--- src/hw/rtc_port_pkg.sv ---
`default_nettype none

package rtc_port_pkg;

  localparam int          NUM_REGS      = 10;
  localparam logic [7:0]  DEV_ADDR_BYTE = 8'hD0;
  localparam logic [3:0]  REG_SECONDS   = 4'h0;
  localparam logic [3:0]  REG_MINUTES   = 4'h1;
  localparam logic [3:0]  REG_CENT_HRS  = 4'h2;
  localparam logic [3:0]  REG_WEEKDAY   = 4'h3;
  localparam logic [3:0]  REG_DAY_MONTH = 4'h4;
  localparam logic [3:0]  REG_MONTH     = 4'h5;
  localparam logic [3:0]  REG_YEAR      = 4'h6;
  localparam logic [3:0]  REG_TRIM_CTRL = 4'h7;
  localparam logic [3:0]  REG_SOUND     = 4'h8;
  localparam logic [3:0]  REG_SECONDARY = 4'h9;
  localparam logic [3:0]  LAST_REG      = REG_SECONDARY;
  localparam logic [3:0]  PTR_RESET     = 4'h0;
  localparam logic [7:0]  REG_RESET     = 8'h00;
  localparam logic [3:0]  BITS_PER_BYTE = 4'h8;
  localparam logic [3:0]  LAST_TX_BIT   = 4'h7;

  typedef enum logic [2:0] {IDLE, RX_BYTE, RX_ACK, LOAD_TX, TX_BYTE, TX_ACK} port_state_t;
  typedef enum logic [1:0] {PH_DEV, PH_WADDR, PH_DATA} byte_phase_t;

  // sequential access wraps past the last register
  function automatic logic [3:0] ptr_inc(input logic [3:0] p);
    return (p >= LAST_REG) ? PTR_RESET : p + 4'h1;
  endfunction

endpackage

`default_nettype wire

--- src/hw/reg_bank.sv ---
`default_nettype none

module reg_bank
  import rtc_port_pkg::*;
#(
  parameter int DEPTH = NUM_REGS,
  parameter int WIDTH = 8,
  parameter int AW    = 4
) (
  input  wire logic             clk,
  input  wire logic             rst,
  input  wire logic             we,
  input  wire logic [AW-1:0]    waddr,
  input  wire logic [WIDTH-1:0] wdata,
  input  wire logic [AW-1:0]    raddr,
  output logic      [WIDTH-1:0] rdata
);

  typedef struct packed {
    logic [DEPTH-1:0][WIDTH-1:0] cells;
    logic [WIDTH-1:0]            rdata;
  } bank_t;

  bank_t st;
  bank_t next_st;

  ////////////////////////////////////////////////////////////////////////////////
  // read returns the old word on a same-address write; the port avoids that case
  always_comb begin
    next_st = st;
    if (we && (int'(waddr) < DEPTH)) begin
      next_st.cells[waddr] = wdata;
    end
    next_st.rdata = (int'(raddr) < DEPTH) ? st.cells[raddr] : '0;
  end

  always_ff @(posedge clk) begin
    if (rst) begin
      st <= '0;
    end else begin
      st <= next_st;
    end
  end

  assign rdata = st.rdata;

endmodule // reg_bank

`default_nettype wire

--- src/hw/rtc_serial_register_port.sv ---
`default_nettype none

module rtc_serial_register_port
  import rtc_port_pkg::*;
(
  input  wire logic       clk,
  input  wire logic       rst,
  input  wire logic       scl_i,
  output logic            scl_o,
  output logic            scl_oe,
  input  wire logic       sda_i,
  output logic            sda_o,
  output logic            sda_oe,
  input  wire logic       below_pfd,
  input  wire logic       above_so,
  output logic            bus_blocked,
  output logic            update_valid,
  input  wire logic       update_ready,
  output logic      [3:0] update_addr,
  output logic      [7:0] update_data
);

  typedef struct packed {
    logic             scl_m;
    logic             scl_s;
    logic             scl_p;
    logic             sda_m;
    logic             sda_s;
    logic             sda_p;
    logic             pfd_m;
    logic             pfd_s;
    logic             so_m;
    logic             so_s;
    logic             blocked;
    port_state_t      state;
    byte_phase_t      phase;
    logic [3:0]       bitcnt;
    logic [7:0]       shreg;
    logic             rw;
    logic             acked;
    logic             rd_wait;
    logic [3:0]       pointer;
    logic             sda_oe;
    logic             scl_oe;
    logic             low_lvl;
    logic [1:0]       fifo_cnt;
    logic [1:0][3:0]  fifo_addr;
    logic [1:0][7:0]  fifo_data;
    logic             upd_valid;
  } port_t;

  port_t      st;
  port_t      next_st;
  logic       scl_rise;
  logic       scl_fall;
  logic       start_det;
  logic       stop_det;
  logic       pop;
  logic       push;
  logic       buf_ready;
  logic [1:0] cnt_after;
  logic [7:0] rdata;

  ////////////////////////////////////////////////////////////////////////////////
  // line events, taken only from second-stage and later samples
  assign scl_rise  = st.scl_s & ~st.scl_p;
  assign scl_fall  = ~st.scl_s & st.scl_p;
  assign start_det = st.scl_s & st.scl_p & st.sda_p & ~st.sda_s;
  assign stop_det  = st.scl_s & st.scl_p & ~st.sda_p & st.sda_s;
  assign pop       = st.upd_valid & update_ready;
  assign buf_ready = (st.fifo_cnt != 2'h2);
  assign cnt_after = st.fifo_cnt - {1'b0, pop};

  reg_bank #(
    .DEPTH (NUM_REGS),
    .WIDTH (8),
    .AW    (4)
  ) u_bank (
    .clk   (clk),
    .rst   (rst),
    .we    (pop),
    .waddr (st.fifo_addr[0]),
    .wdata (st.fifo_data[0]),
    .raddr (st.pointer),
    .rdata (rdata)
  );

  ////////////////////////////////////////////////////////////////////////////////
  always_comb begin
    next_st       = st;
    push          = 1'b0;
    next_st.scl_m = scl_i;
    next_st.scl_s = st.scl_m;
    next_st.scl_p = st.scl_s;
    next_st.sda_m = sda_i;
    next_st.sda_s = st.sda_m;
    next_st.sda_p = st.sda_s;
    next_st.pfd_m = below_pfd;
    next_st.pfd_s = st.pfd_m;
    next_st.so_m  = above_so;
    next_st.so_s  = st.so_m;
    if (st.pfd_s) begin
      next_st.blocked = 1'b1;
    end else if (st.so_s) begin
      next_st.blocked = 1'b0;
    end
    case (st.state)
      IDLE: begin
        next_st.sda_oe = 1'b0;
        next_st.scl_oe = 1'b0;
      end
      RX_BYTE: begin
        if (scl_rise && (st.bitcnt != BITS_PER_BYTE)) begin
          next_st.shreg  = {st.shreg[6:0], st.sda_s};
          next_st.bitcnt = st.bitcnt + 4'h1;
        end else if ((st.bitcnt == BITS_PER_BYTE) && !st.scl_s) begin
          case (st.phase)
            PH_DEV: begin
              if (st.shreg[7:1] == DEV_ADDR_BYTE[7:1]) begin
                next_st.rw     = st.shreg[0];
                next_st.sda_oe = 1'b1;
                next_st.state  = RX_ACK;
              end else begin
                next_st.state = IDLE;
              end
            end
            PH_WADDR: begin
              // an out-of-map word address falls back to the first register
              next_st.pointer = (st.shreg <= {4'h0, LAST_REG}) ? st.shreg[3:0]
                                                               : PTR_RESET;
              next_st.sda_oe  = 1'b1;
              next_st.state   = RX_ACK;
            end
            default: begin
              if (buf_ready) begin
                push            = 1'b1;
                next_st.pointer = ptr_inc(st.pointer);
                next_st.sda_oe  = 1'b1;
                next_st.scl_oe  = 1'b0;
                next_st.state   = RX_ACK;
              end else begin
                // stretch the clock rather than drop a written byte
                next_st.scl_oe = 1'b1;
              end
            end
          endcase
        end
      end
      RX_ACK: begin
        if (scl_fall) begin
          next_st.sda_oe = 1'b0;
          next_st.bitcnt = 4'h0;
          if ((st.phase == PH_DEV) && st.rw) begin
            next_st.state   = LOAD_TX;
            next_st.scl_oe  = 1'b1;
            next_st.rd_wait = 1'b0;
          end else begin
            next_st.phase = (st.phase == PH_DEV) ? PH_WADDR : PH_DATA;
            next_st.state = RX_BYTE;
          end
        end
      end
      LOAD_TX: begin
        // wait for buffered writes to land so a read sees them
        if (!st.rd_wait) begin
          next_st.rd_wait = (st.fifo_cnt == 2'h0);
        end else begin
          next_st.shreg   = rdata;
          next_st.sda_oe  = ~rdata[7];
          next_st.scl_oe  = 1'b0;
          next_st.rd_wait = 1'b0;
          next_st.bitcnt  = 4'h0;
          next_st.state   = TX_BYTE;
        end
      end
      TX_BYTE: begin
        if (scl_fall) begin
          if (st.bitcnt == LAST_TX_BIT) begin
            next_st.sda_oe = 1'b0;
            next_st.acked  = 1'b0;
            next_st.state  = TX_ACK;
          end else begin
            next_st.shreg  = {st.shreg[6:0], 1'b0};
            next_st.sda_oe = ~st.shreg[6];
            next_st.bitcnt = st.bitcnt + 4'h1;
          end
        end
      end
      TX_ACK: begin
        if (scl_rise) begin
          next_st.acked = ~st.sda_s;
          if (!st.sda_s) begin
            next_st.pointer = ptr_inc(st.pointer);
          end
        end else if (scl_fall) begin
          next_st.state   = st.acked ? LOAD_TX : IDLE;
          next_st.scl_oe  = st.acked;
          next_st.rd_wait = 1'b0;
        end
      end
      default: begin
        next_st.state = IDLE;
      end
    endcase
    if (start_det && !st.blocked) begin
      next_st.state  = RX_BYTE;
      next_st.phase  = PH_DEV;
      next_st.bitcnt = 4'h0;
      next_st.sda_oe = 1'b0;
      next_st.scl_oe = 1'b0;
    end else if (stop_det || st.blocked) begin
      next_st.state  = IDLE;
      next_st.sda_oe = 1'b0;
      next_st.scl_oe = 1'b0;
    end
    if (st.pfd_s) begin
      next_st.state   = IDLE;
      next_st.pointer = PTR_RESET;
      next_st.sda_oe  = 1'b0;
      next_st.scl_oe  = 1'b0;
      next_st.bitcnt  = 4'h0;
    end
    // two-entry write buffer toward the register bank
    if (pop) begin
      next_st.fifo_addr[0] = st.fifo_addr[1];
      next_st.fifo_data[0] = st.fifo_data[1];
    end
    if (push) begin
      next_st.fifo_addr[cnt_after[0]] = st.pointer;
      next_st.fifo_data[cnt_after[0]] = st.shreg;
    end
    next_st.fifo_cnt  = cnt_after + {1'b0, push};
    next_st.upd_valid = (next_st.fifo_cnt != 2'h0);
    next_st.low_lvl   = 1'b0;
  end

  always_ff @(posedge clk) begin
    if (rst) begin
      st <= '0;
    end else begin
      st <= next_st;
    end
  end

  assign scl_o        = st.low_lvl;
  assign scl_oe       = st.scl_oe;
  assign sda_o        = st.low_lvl;
  assign sda_oe       = st.sda_oe;
  assign bus_blocked  = st.blocked;
  assign update_valid = st.upd_valid;
  assign update_addr  = st.fifo_addr[0];
  assign update_data  = st.fifo_data[0];

  logic byte_done;
  assign byte_done = (st.state == RX_BYTE) && (st.bitcnt == BITS_PER_BYTE) && !st.scl_s
                     && !start_det && !stop_det && !st.blocked && !st.pfd_s;
endmodule // rtc_serial_register_port

`default_nettype wire

--- config.mk ---
export PLATFORM = sky130hd
export DESIGN_NAME = rtc_serial_register_port
export DESIGN_NICKNAME = d
export VERILOG_FILES = /design/src/hw/rtc_port_pkg.sv /design/src/hw/reg_bank.sv /design/src/hw/rtc_serial_register_port.sv
export SDC_FILE = /design/constraint.sdc
export NUM_CORES = 1
export LEC_CHECK = 0
export BUFFER_PORTS_ARGS = -buffer_cell sky130_fd_sc_hd__buf_2
export CORE_MARGIN = 10
export CORE_UTILIZATION = 65
export DETAILED_ROUTE_END_ITERATION = 6
export GPL_ROUTABILITY_DRIVEN = 0
export PLACE_DENSITY_LB_ADDON = 0.15
export SETUP_SLACK_MARGIN = 0.2
export SLEW_MARGIN = 0
export SYNTH_ARGS = -nofsm -noshare
export SYNTH_HDL_FRONTEND = slang
export SYNTH_SLANG_ARGS = --single-unit
--- constraint.sdc ---
create_clock -name clk -period 6.3 [get_ports clk]
set_input_delay 1.89 -clock clk [delete_from_list [all_inputs] [get_ports clk]]
set_output_delay 1.89 -clock clk [all_outputs]
set_load 0.005 [all_outputs]
## Word level (Yosys, flattened, before mapping)

Cells that the tools add are included.

| storage, ports and cells | value |
|---|---|
| bits in registers | 153 |
| bits of input ports | 7 |
| logic and storage cells | 226 |

| operators by class | value |
|---|---|
| add/subtract/negate cells | 4 |
| order comparisons | 9 |
| equal/unequal tests | 39 |
| mux-type cells | 77 |
| bitwise logic cells | 18 |
| reductions and logical operators | 39 |

Operators by type and width:

| cell | count |
|---|---|
| bitwise mux 80 bit | 1 |
| two-way mux 12 bit | 4 |
| inequality test 4 bit (second input constant) | 9 |
| binary-select mux 8 bit (select 4 bit) | 1 |
| demux 8 bit (select 4 bit) | 1 |
| two-way mux 8 bit | 4 |
| inequality test 2 bit (second input constant) | 16 |
| two-way mux 1 bit | 25 |
| two-way mux 3 bit | 8 |
| two-way mux 4 bit | 6 |
| case mux 8 bit (3 select lines) | 1 |
| two-way mux 20 bit | 1 |
| AND reduction 10 bit | 2 |
| case mux 3 bit (6 select lines) | 1 |
| bitwise mux 16 bit | 1 |
| case mux 4 bit (2 select lines) | 2 |
| case mux 4 bit (4 select lines) | 1 |
| AND reduction 5 bit | 3 |
| two-way mux 2 bit | 7 |
| two-way mux 6 bit | 2 |
| less-than comparator 4 x 5 -> 1 bit (second input constant) | 2 |
| NOT 1 bit | 10 |
| case mux 1 bit (5 select lines) | 2 |
| nonzero test 5 bit | 2 |
| other kinds (46) | 74 |

## Logic depth before layout (Yosys ltp)

Gate-level depths: netlist (run 1).

| logic depth | value |
|---|---|
| word-level depth | 8 |
| mapped depth | 10 |
| mapped depth without buffers | 9 |

## Hierarchy

From an unflattened synthesis (run 1), not the netlist that was laid out.

| second synthesis, totals | value |
|---|---|
| cells, all modules | 865 |
| area, all modules | 7483.4 sq um |

By module, submodules not included:

| module | times used | cells an instance | area each (sq um) |
|---|---|---|---|
| reg_bank | 1 | 476 | 4085.2 |
| rtc_serial_register_port | 1 | 389 | 3398.3 |

## Worst setup path after synthesis (run 1)

Ideal clock, no wire load.

| timing path | value |
|---|---|
| kind | input to register |
| start point | input update_ready |
| end point | register st[16] in the netlist's numbering |
| data arrival time | 3.866 ns |
| slack | 2.307 ns |
| stages | 10 |
| path buffers | 3 |
| cells stage by stage | nand2_1 -> inv_1 -> clkbuf_1 -> ha_1 -> inv_1 -> ha_1 -> clkbuf_1 -> buf_1 -> mux2i_1 -> nor2_1 |

| on the way | value |
|---|---|
| word-level cells in the longest chain between the ends | 7 |
| elaborated cells between the ends (all ways) | 8 |

Ends and longest elaborated chain:

| element | line | RTL |
|---|---|---|
| start: declaration | rtc_serial_register_port.sv:18 | `input wire logic update_ready,` |
| AND 1 bit * | rtc_serial_register_port.sv:70 | `assign pop = st.upd_valid & update_ready;` |
| subtractor 2 x 1 -> 2 bit * | rtc_serial_register_port.sv:72 | `assign cnt_after = st.fifo_cnt - {1'b0, pop};` |
| less-than comparator 1 x 2 -> 1 bit (implied by the code) or >= comparator 1 bit (tied branches) | rtc_serial_register_port.sv:230 | `next_st.fifo_data[cnt_after[0]] = st.shreg;` |
| logical AND 1 bit (implied by the code) | rtc_serial_register_port.sv:230 |  |
| two-way mux 8 bit (implied by the code) | rtc_serial_register_port.sv:230 |  |
| demux 8 bit (select 1 bit) * | rtc_serial_register_port.sv:230 |  |
| bitwise mux 16 bit * | rtc_serial_register_port.sv:230 |  |
| end signal: assignment | rtc_serial_register_port.sv:241 | `st <= next_st;` |
| end: declaration | rtc_serial_register_port.sv:52 | `port_t st;` |

Every way passes the cells marked *; elsewhere a longest branch is shown, timed or not.
A chain may end at the register's enable or synchronous reset.

## Worst setup path after layout (run 1)

| timing path | value |
|---|---|
| start point | input update_ready |
| end point | register st (netlist bit update_valid) |

| on the way | value |
|---|---|
| word-level cells in the longest chain between the ends | 4 |

Ends and longest elaborated chain:

| element | line | RTL |
|---|---|---|
| AND 1 bit | rtc_serial_register_port.sv:70 |  |
| subtractor 2 x 1 -> 2 bit | rtc_serial_register_port.sv:72 |  |
| adder 2 x 1 -> 2 bit | rtc_serial_register_port.sv:232 | `next_st.fifo_cnt = cnt_after + {1'b0, push};` |
| nonzero test 2 bit | rtc_serial_register_port.sv:233 | `next_st.upd_valid = (next_st.fifo_cnt != 2'h0);` |

Every way passes these cells.

==> impl_metrics.py, run 1 <==
metrics = {
    "drt": {
        "viasPerCell": 6.27,
        "vias": 5545,
        "wire_per_inst_um": 19.1,
        "drc": 0,
        "ant_nets": 0,
        "routed_wl_mm": 16.9,
        "dr.first_iter.drc_count": 649,
        "firstDrtPassIters": 5,
    },
    "synthesis": {
        "yosysWarnings": 0,
        "netlist_area_um2": 7170,
        "ys_seq_area_share_pct": 42.5,
        "syn_inst": 758,
        "syn_avg_cell_area_um2": 9.46,
        "ys_seq_elements": 152,
        "async_flop_share_pct": 0,
        "synthFlopType": "dfxtp_1",
        "yosysUniqueCellTypes": 61,
        "synth-edff-count": 0,
    },
    "timing": {
        "max_slew.worst_pin.slew_ns": 1.16,
        "hold_slack_ns": 0.447,
        "fin_tns_setup_ns": 0,
        "skew_ns": 0.00730,
        "max_slew_margin_pct": 22.3,
        "clock.fmax_mhz": 246,
        "fin_crit_sh_pct": 64.6,
        "slew_violations": 0,
        "fin_crit_ns": 4.07,
        "setup_violations": 0,
        "rsz0062_at_grt": "false",
        "layout_setup_ws_ns": 2.23,
        "hold_violations": 0,
    },
    "clocking": {
        "htreeDepth": 4,
        "path_clk_slew_ns": 0.06,
        "cts_resized": 0,
        "cts_root_buffer": "clkbuf_8",
        "cts.sinks": 152,
        "clk_latency_ns": 0.54,
        "cts_tree": "done",
        "cts_setup_buffers": 0,
        "clock_path_buffers": 2,
        "numCtsBuffers": 17,
        "cts_hold_buf": 0,
    },
    "worst_setup_path": {
        "slowest_stage": "ha_1",
        "end_kind": "flip-flop",
        "r2r-end": "u_bank.st[25]",
        "arrival_ns": 4.49,
        "crit_type": "in -> reg",
        "reg2reg_slack_ns": 3.25,
        "cp.required_ns": 6.72,
        "startpoint_type": "input pin",
        "reg2reg_depth": 5,
        "cp.buffers_inverters": 3,
        "critical_path.cell_chain": "buf_2 -> nand2_1 -> inv_1 -> ha_1 -> inv_1 -> ha_1 -> xnor2_1 -> nor2_1 -> or2_2",
        "path_max_fanout": 17,
        "cpPeakStageDelay_ns": 0.62,
        "r2r-start": "update_valid",
        "path_delay_family": "adder cells",
    },
    "die": {
        "initial_core_util_pct": 66.1,
        "io_pins": 25,
        "rows": 38,
        "die_y_um": 125,
        "die_w_um": 125,
        "die_area_um2": 15600,
        "core_um2": 10800,
    },
    "flow_run": {
        "maxCapViolCount": 0,
    },
    "placement": {
        "pre_cts_ws_ns": 1.73,
        "dpl_cell_area_um2": 7120,
        "numPortBuffers": 22,
        "dp_hpwl_mm": 11.1,
    },
    "min_path": {
        "hold_path_startpoint": "next_st[55]",
        "hold-path-endpoint": "st[55]",
        "hp-class": "reg -> reg",
        "min_delay_path_depth": 1,
    },
    "final_layout": {
        "final_design_area_no_fill_um2": 7690,
        "final_nets": 747,
        "area_growth_pct": 7.33,
        "n_antenna_cell": 0,
        "drive_gt1_share_pct": 11.5,
    },
    "grt": {
        "grt_usage_pct": 21.2,
        "grt_pass1_wl_mm": 27.3,
        "grt_pass1_vias": 5330,
        "grt_overflow": 0,
        "antenna_found_initial": 0,
        "grt_max_degree": 93,
    },
    "power_and_ir_drop": {
        "peakVddDrop_v": 0.000161,
        "p_leak_nw": 3.00,
        "power.density_nw_per_um2": 262,
    },
    "run_status": {
        "status": "complete, no violations",
    },
}
flip-flops by register name, summed over array words and instances (netlist names):
name,cells
u_bank.st,80
bus_blocked,1
next_st,6
scl_oe,1
update_addr,4
update_valid,1
update_data,8
sda_oe,1
u_bank.rdata,8
st,42
cell usage after synthesis (all sizes together) (3+ instances only):
master	number	area [µm²]
a211oi	5	37.5
a21oi	32	160
a311oi	20	175
a31oi	4	25.0
a32o	3	30.0
and2	8	50.1
and3b	4	35.0
buf	42	260
clkbuf	30	114
dfxtp	152	3040
ha	8	100
inv	17	63.8
mux2i	115	1150
mux4	16	360
nand2	49	184
nand2b	11	68.8
nand3	16	80.1
nand3b	5	37.5
nand4	6	43.8
nor2	120	458
nor2b	15	93.8
nor3	6	30.0
nor3b	5	37.5
nor4	3	33.8
nor4b	4	35.0
o211ai	4	35.0
o21ai	11	55.1
o22ai	11	68.8
or2	3	18.8
or4	3	22.5
placed cells by master, fill, tap and decap left out, types with 3 or more instances in the layout:
| cell | n |
|---|---|
| a21oi_1 | 32 |
| nor4b_1 | 3 |
| o21ai_0 | 9 |
| clkbuf_8 | 3 |
| a211oi_1 | 5 |
| clkinvlp_4 | 3 |
| a32o_1 | 3 |
| or4_1 | 3 |
| dfxtp_1 | 151 |
| clkinv_2 | 5 |
| a31oi_1 | 4 |
| buf_2 | 21 |
| nand3_1 | 16 |
| ha_1 | 8 |
| and3b_1 | 4 |
| mux4_2 | 16 |
| nand4_1 | 5 |
| and2_1 | 8 |
| buf_4 | 5 |
| nor2_1 | 117 |
| mux2i_1 | 115 |
| nor3_1 | 6 |
| a311oi_1 | 20 |
| nor2b_1 | 15 |
| o22ai_1 | 11 |
| nor2_2 | 3 |
| nand3b_1 | 5 |
| nand2b_1 | 11 |
| o211ai_1 | 3 |
| inv_1 | 17 |
| nor3b_1 | 5 |
| nand2_1 | 49 |
| clkbuf_16 | 16 |
metal layers:
layer  global-route usage [%]  up-vias  routed length, µm
met1                     29.1     2689               7800
met4                     7.38        0                284
met2                     32.0      219               7660
met5                        0        -                  0
li1                         -     2609                  -
met3                     4.77       28               1120
cell families (layout without fill, tap and decap cells):
family | count (synthesis) | after routing | share of synthesized area, %
other | 1 | 2 | 0.0523
AO/OA/AOI/OAI | 104 | 104 | 9.95
flip-flops | 152 | 152 | 42.5
buffers and inverters | 89 | 75 | 6.11
multiplexers | 131 | 131 | 21.1
adder cells (fa/ha/maj) | 8 | 8 | 1.40
XOR/XNOR | 4 | 4 | 0.489
AND/OR/NAND/NOR | 269 | 269 | 18.5
where the power goes:
group / leakage [nW] / total [W] / switching (W) / internal, W
sequential: 1.23 / 0.000977 / 0.00000876 / 0.000969
combinational: 1.50 / 0.0000617 / 0.0000451 / 0.0000166
clock: 0.277 / 0.000978 / 0.000396 / 0.000582
worst reg2reg max path, stage by stage (launching register included):
cell      delay, ns
dfxtp_1        0.41
nand2_1        0.40
nor3_1         1.02
nand3b_1       0.66
mux2i_1        0.35
nor2_1         0.06
how the worst max path moves through the flow:
stage / endpoint / depth (start not counted) / from / slack (ns)
3_5_place_dp: update_valid / 9 / update_ready / 1.73
4_1_cts: update_valid / 9 / update_ready / 2.26
3_3_place_gp: update_valid / 9 / update_ready / 1.87
2_1_floorplan: st[16] / 10 / update_ready / 2.31
5_1_grt: u_bank.st[25] / 6 / update_ready / 2.06
6_report: update_valid / 9 / update_ready / 2.23
per-stage QoR:
stage,cells,utilization (%),power [W]
floorplan,759,-,0.00104
global placement,853,65.7,0.00106
detailed placement,853,65.7,0.00106
CTS,885,71.0,0.00202
global route,885,71.0,0.00207
finish,885,71.0,0.00202
layout make-up:
type                            count  area, µm²
Sequential cell                   152       3040
Inverter                           17       63.8
Clock buffer                       20        445
Clock inverter                     12        125
Multi-Input combinational cell    518       3700
Tap cell                          140        175
Timing Repair Buffer               26        143
Fill cell                         805       3150
No activity file was read; power rests on OpenSTA's default activity.
==> inputs of run 2 (changes only) <==
Settings changed: ABC_AREA set to 1, CORE_UTILIZATION 65 to 62.
Clock period 6.3 ns to 4.2 ns, I/O delays scaled along.
==> impl_metrics.py, run 2 <==
metrics = {
    "synthesis": {
        "synth_top_family_by_area": "simple AND/OR/NAND/NOR gates",
        "synth-compound-area-share_pct": 19.1,
        "yosysWarnings": 0,
        "netlist_area_um2": 7170,
        "yosys.area_share.simple_pct": 25.5,
        "async_flop_share_pct": 0,
        "synth_area_leaders": "dfxtp_1 (42%), nand2_1 (9.4%), o21ai_0 (9.2%), nor2_1 (8.8%), a21oi_1 (7.2%)",
        "synth_top_area_share_pct": 42.4,
        "syn_avg_cell_area_um2": 6.86,
        "syn_inst": 1046,
        "synth_xor_area_share_pct": 0.611,
        "synthFlopType": "dfxtp_1",
        "ys_seq_area_share_pct": 42.4,
        "synth_common_cells": "nand2_1 (179), nor2_1 (169), dfxtp_1 (152), o21ai_0 (132), inv_1 (111)",
        "synth_mux_area_share_pct": 0,
        "yosysTopAreaCell": "dfxtp_1",
        "yosysUniqueCellTypes": 40,
        "synth-edff-count": 0,
        "yosysMostFrequentCell": "nand2_1",
        "synth_fa_ha_area_share_pct": 1.40,
        "ys_seq_elements": 152,
    },
    "die": {
        "die_w_um": 128,
        "die_area_um2": 16300,
        "initial_core_util_pct": 63.1,
        "io_pins": 25,
        "core_um2": 11400,
        "die_y_um": 128,
        "rows": 39,
    },
    "clocking": {
        "clock_path_buffers": 2,
        "numCtsBuffers": 17,
        "cts_hold_buf": 0,
        "htreeDepth": 4,
        "cts_resized": 0,
        "clk_latency_ns": 0.43,
        "path_clk_slew_ns": 0.06,
        "cts_setup_buffers": 0,
        "cts_tree": "done",
        "cts_root_buffer": "clkbuf_16",
        "cts.sinks": 152,
    },
    "final_layout": {
        "n_antenna_cell": 0,
        "final_common_cell": "nand2_1",
        "fillers": 1025,
        "largest_reg_flops": 80,
        "drive_gt1_share_pct": 8.57,
        "top_regs": "u_bank.st: 80 flops, st: 42 flops",
        "area_growth_pct": 8.85,
        "utilization_pct": 68.6,
        "layout_common_cells": "nand2_1 (179), nor2_1 (169), dfxtp_1 (151)",
        "final_nets": 1040,
        "largest_register": "u_bank.st",
    },
    "drt": {
        "ant_nets": 0,
        "dr.first_iter.drc_count": 739,
        "wire_per_inst_um": 15.7,
        "vias": 6612,
        "routed_wl_mm": 18.6,
        "firstDrtPassIters": 5,
        "viasPerCell": 5.60,
        "drc": 0,
    },
    "worst_setup_path": {
        "path_max_fanout": 24,
        "arrival_ns": 3.32,
        "cp.required_ns": 4.50,
        "reg2reg_slack_ns": 1.68,
        "reg2reg_depth": 10,
        "crit_type": "in -> reg",
        "end_kind": "flip-flop",
        "startpoint_type": "input pin",
        "r2r-start": "update_valid",
        "r2r-end": "update_valid",
    },
    "power_and_ir_drop": {
        "pwr-share-seq_pct": 39.9,
        "p_int_w": 0.00279,
        "switching_share_pct": 29.9,
        "power.density_nw_per_um2": 511,
        "p_leak_nw": 3.28,
        "comb_power_share_pct": 18.9,
        "clockPowerShare_pct": 41.1,
        "power_switching_w": 0.00119,
        "peakVddDrop_v": 0.000526,
    },
    "min_path": {
        "hold-path-endpoint": "next_st[59]",
        "min_delay_path_depth": 2,
        "hold_path_startpoint": "next_st[60]",
        "hp-class": "reg -> reg",
    },
    "timing": {
        "slew_violations": 0,
        "fin_crit_sh_pct": 71.9,
        "max_slew_margin_pct": 55.0,
        "fin_tns_setup_ns": 0,
        "layout_setup_ws_ns": 1.18,
        "skew_ns": 0.00952,
        "fin_crit_ns": 3.02,
        "clock.fmax_mhz": 331,
        "setup_violations": 0,
        "rsz0062_at_grt": "false",
        "max_slew.worst_pin.slew_ns": 0.673,
        "hold_violations": 0,
    },
    "run_status": {
        "status": "complete, no violations",
    },
    "placement": {
        "pre_cts_ws_ns": 0.783,
        "dp_hpwl_mm": 12.2,
        "numPortBuffers": 22,
    },
    "grt": {
        "grt_pass1_vias": 6031,
        "grt_usage_pct": 22.9,
        "grt_overflow": 0,
        "antenna_found_initial": 0,
        "grt_max_degree": 75,
        "grt_pass1_wl_mm": 30.1,
    },
    "flow_run": {
        "maxCapViolCount": 0,
    },
}
[run 2: cell count changes in the layout (fill, tap and decap cells not counted), sizes merged, moves of 54 or more]
cell / delta
nand2: +137
inv: +100
nor2: +54
mux2i: -115
a21oi: +75
o21ai: +126
[run 2: how the worst max path moves through the flow]
stage / startpoint / to / slack [ns] / depth (start not counted)
finish: update_ready / update_valid / 1.18 / 11
global placement: update_ready / update_valid / 0.89 / 11
global route: update_ready / update_valid / 0.93 / 11
CTS: update_ready / update_valid / 1.21 / 11
detailed placement: update_ready / update_valid / 0.78 / 11
floorplan: update_ready / st[24] / 1.23 / 10
[run 2: cell families (layout without fill, tap and decap cells)]
logic type / count (synthesis) / after routing
xor+xnor: 5 / 5
compound gates: 262 / 262
other cells: 1 / 2
simple gates: 433 / 433
flops: 152 / 152
fa+ha+maj: 8 / 8
buf+inv: 185 / 176
[run 2: critical path, cell delays in order]
cell	delay, ns
buf_2	0.09
nand2_1	0.24
inv_1	0.52
ha_1	0.36
inv_1	0.07
ha_1	0.13
buf_4	0.22
inv_1	0.09
xor2_1	0.16
inv_1	0.09
a21oi_1	0.07
[run 2: power groups by stage]
| stage | logic [W] | registers, W | clock network, W |
|---|---|---|---|
| 2_1_floorplan | 0.000618 | 0.00158 | 0 |
| 3_3_place_gp | 0.000734 | 0.00162 | 0 |
| 3_5_place_dp | 0.000739 | 0.00162 | 0 |
| 4_1_cts | 0.000750 | 0.00159 | 0.00165 |
| 5_1_grt | 0.000875 | 0.00160 | 0.00171 |
| 6_report | 0.000756 | 0.00159 | 0.00164 |
[run 2: metrics by stage]
stage,instance area [µm²],std cells,hold slack (ns),power [W]
2_1_floorplan,7170,1047,0.388,0.00220
3_3_place_gp,7170,1149,0.389,0.00235
3_5_place_dp,7170,1149,0.392,0.00236
4_1_cts,7800,1181,0.402,0.00399
5_1_grt,7800,1181,0.425,0.00419
6_report,7800,1181,0.401,0.00399
[run 2: final cells by class]
class	instances	area, µm²	area share [%]
Multi-Input combinational cell	710	3350	42.9
Timing Repair Buffer	26	153	1.96
Sequential cell	152	3040	39.0
Tap cell	143	179	2.29
Clock inverter	12	170	2.18
Clock buffer	20	467	5.98
Inverter	118	445	5.71
[run 2: routing by layer]
layer  GRT usage [%]  vias up  share of wire (%)
li1                -     3321                  -
met1            29.3     3029                 45
met2            36.1      217                 46
met3            6.00       45                6.5
met4            9.24        0                2.8
met5               0        -                  0
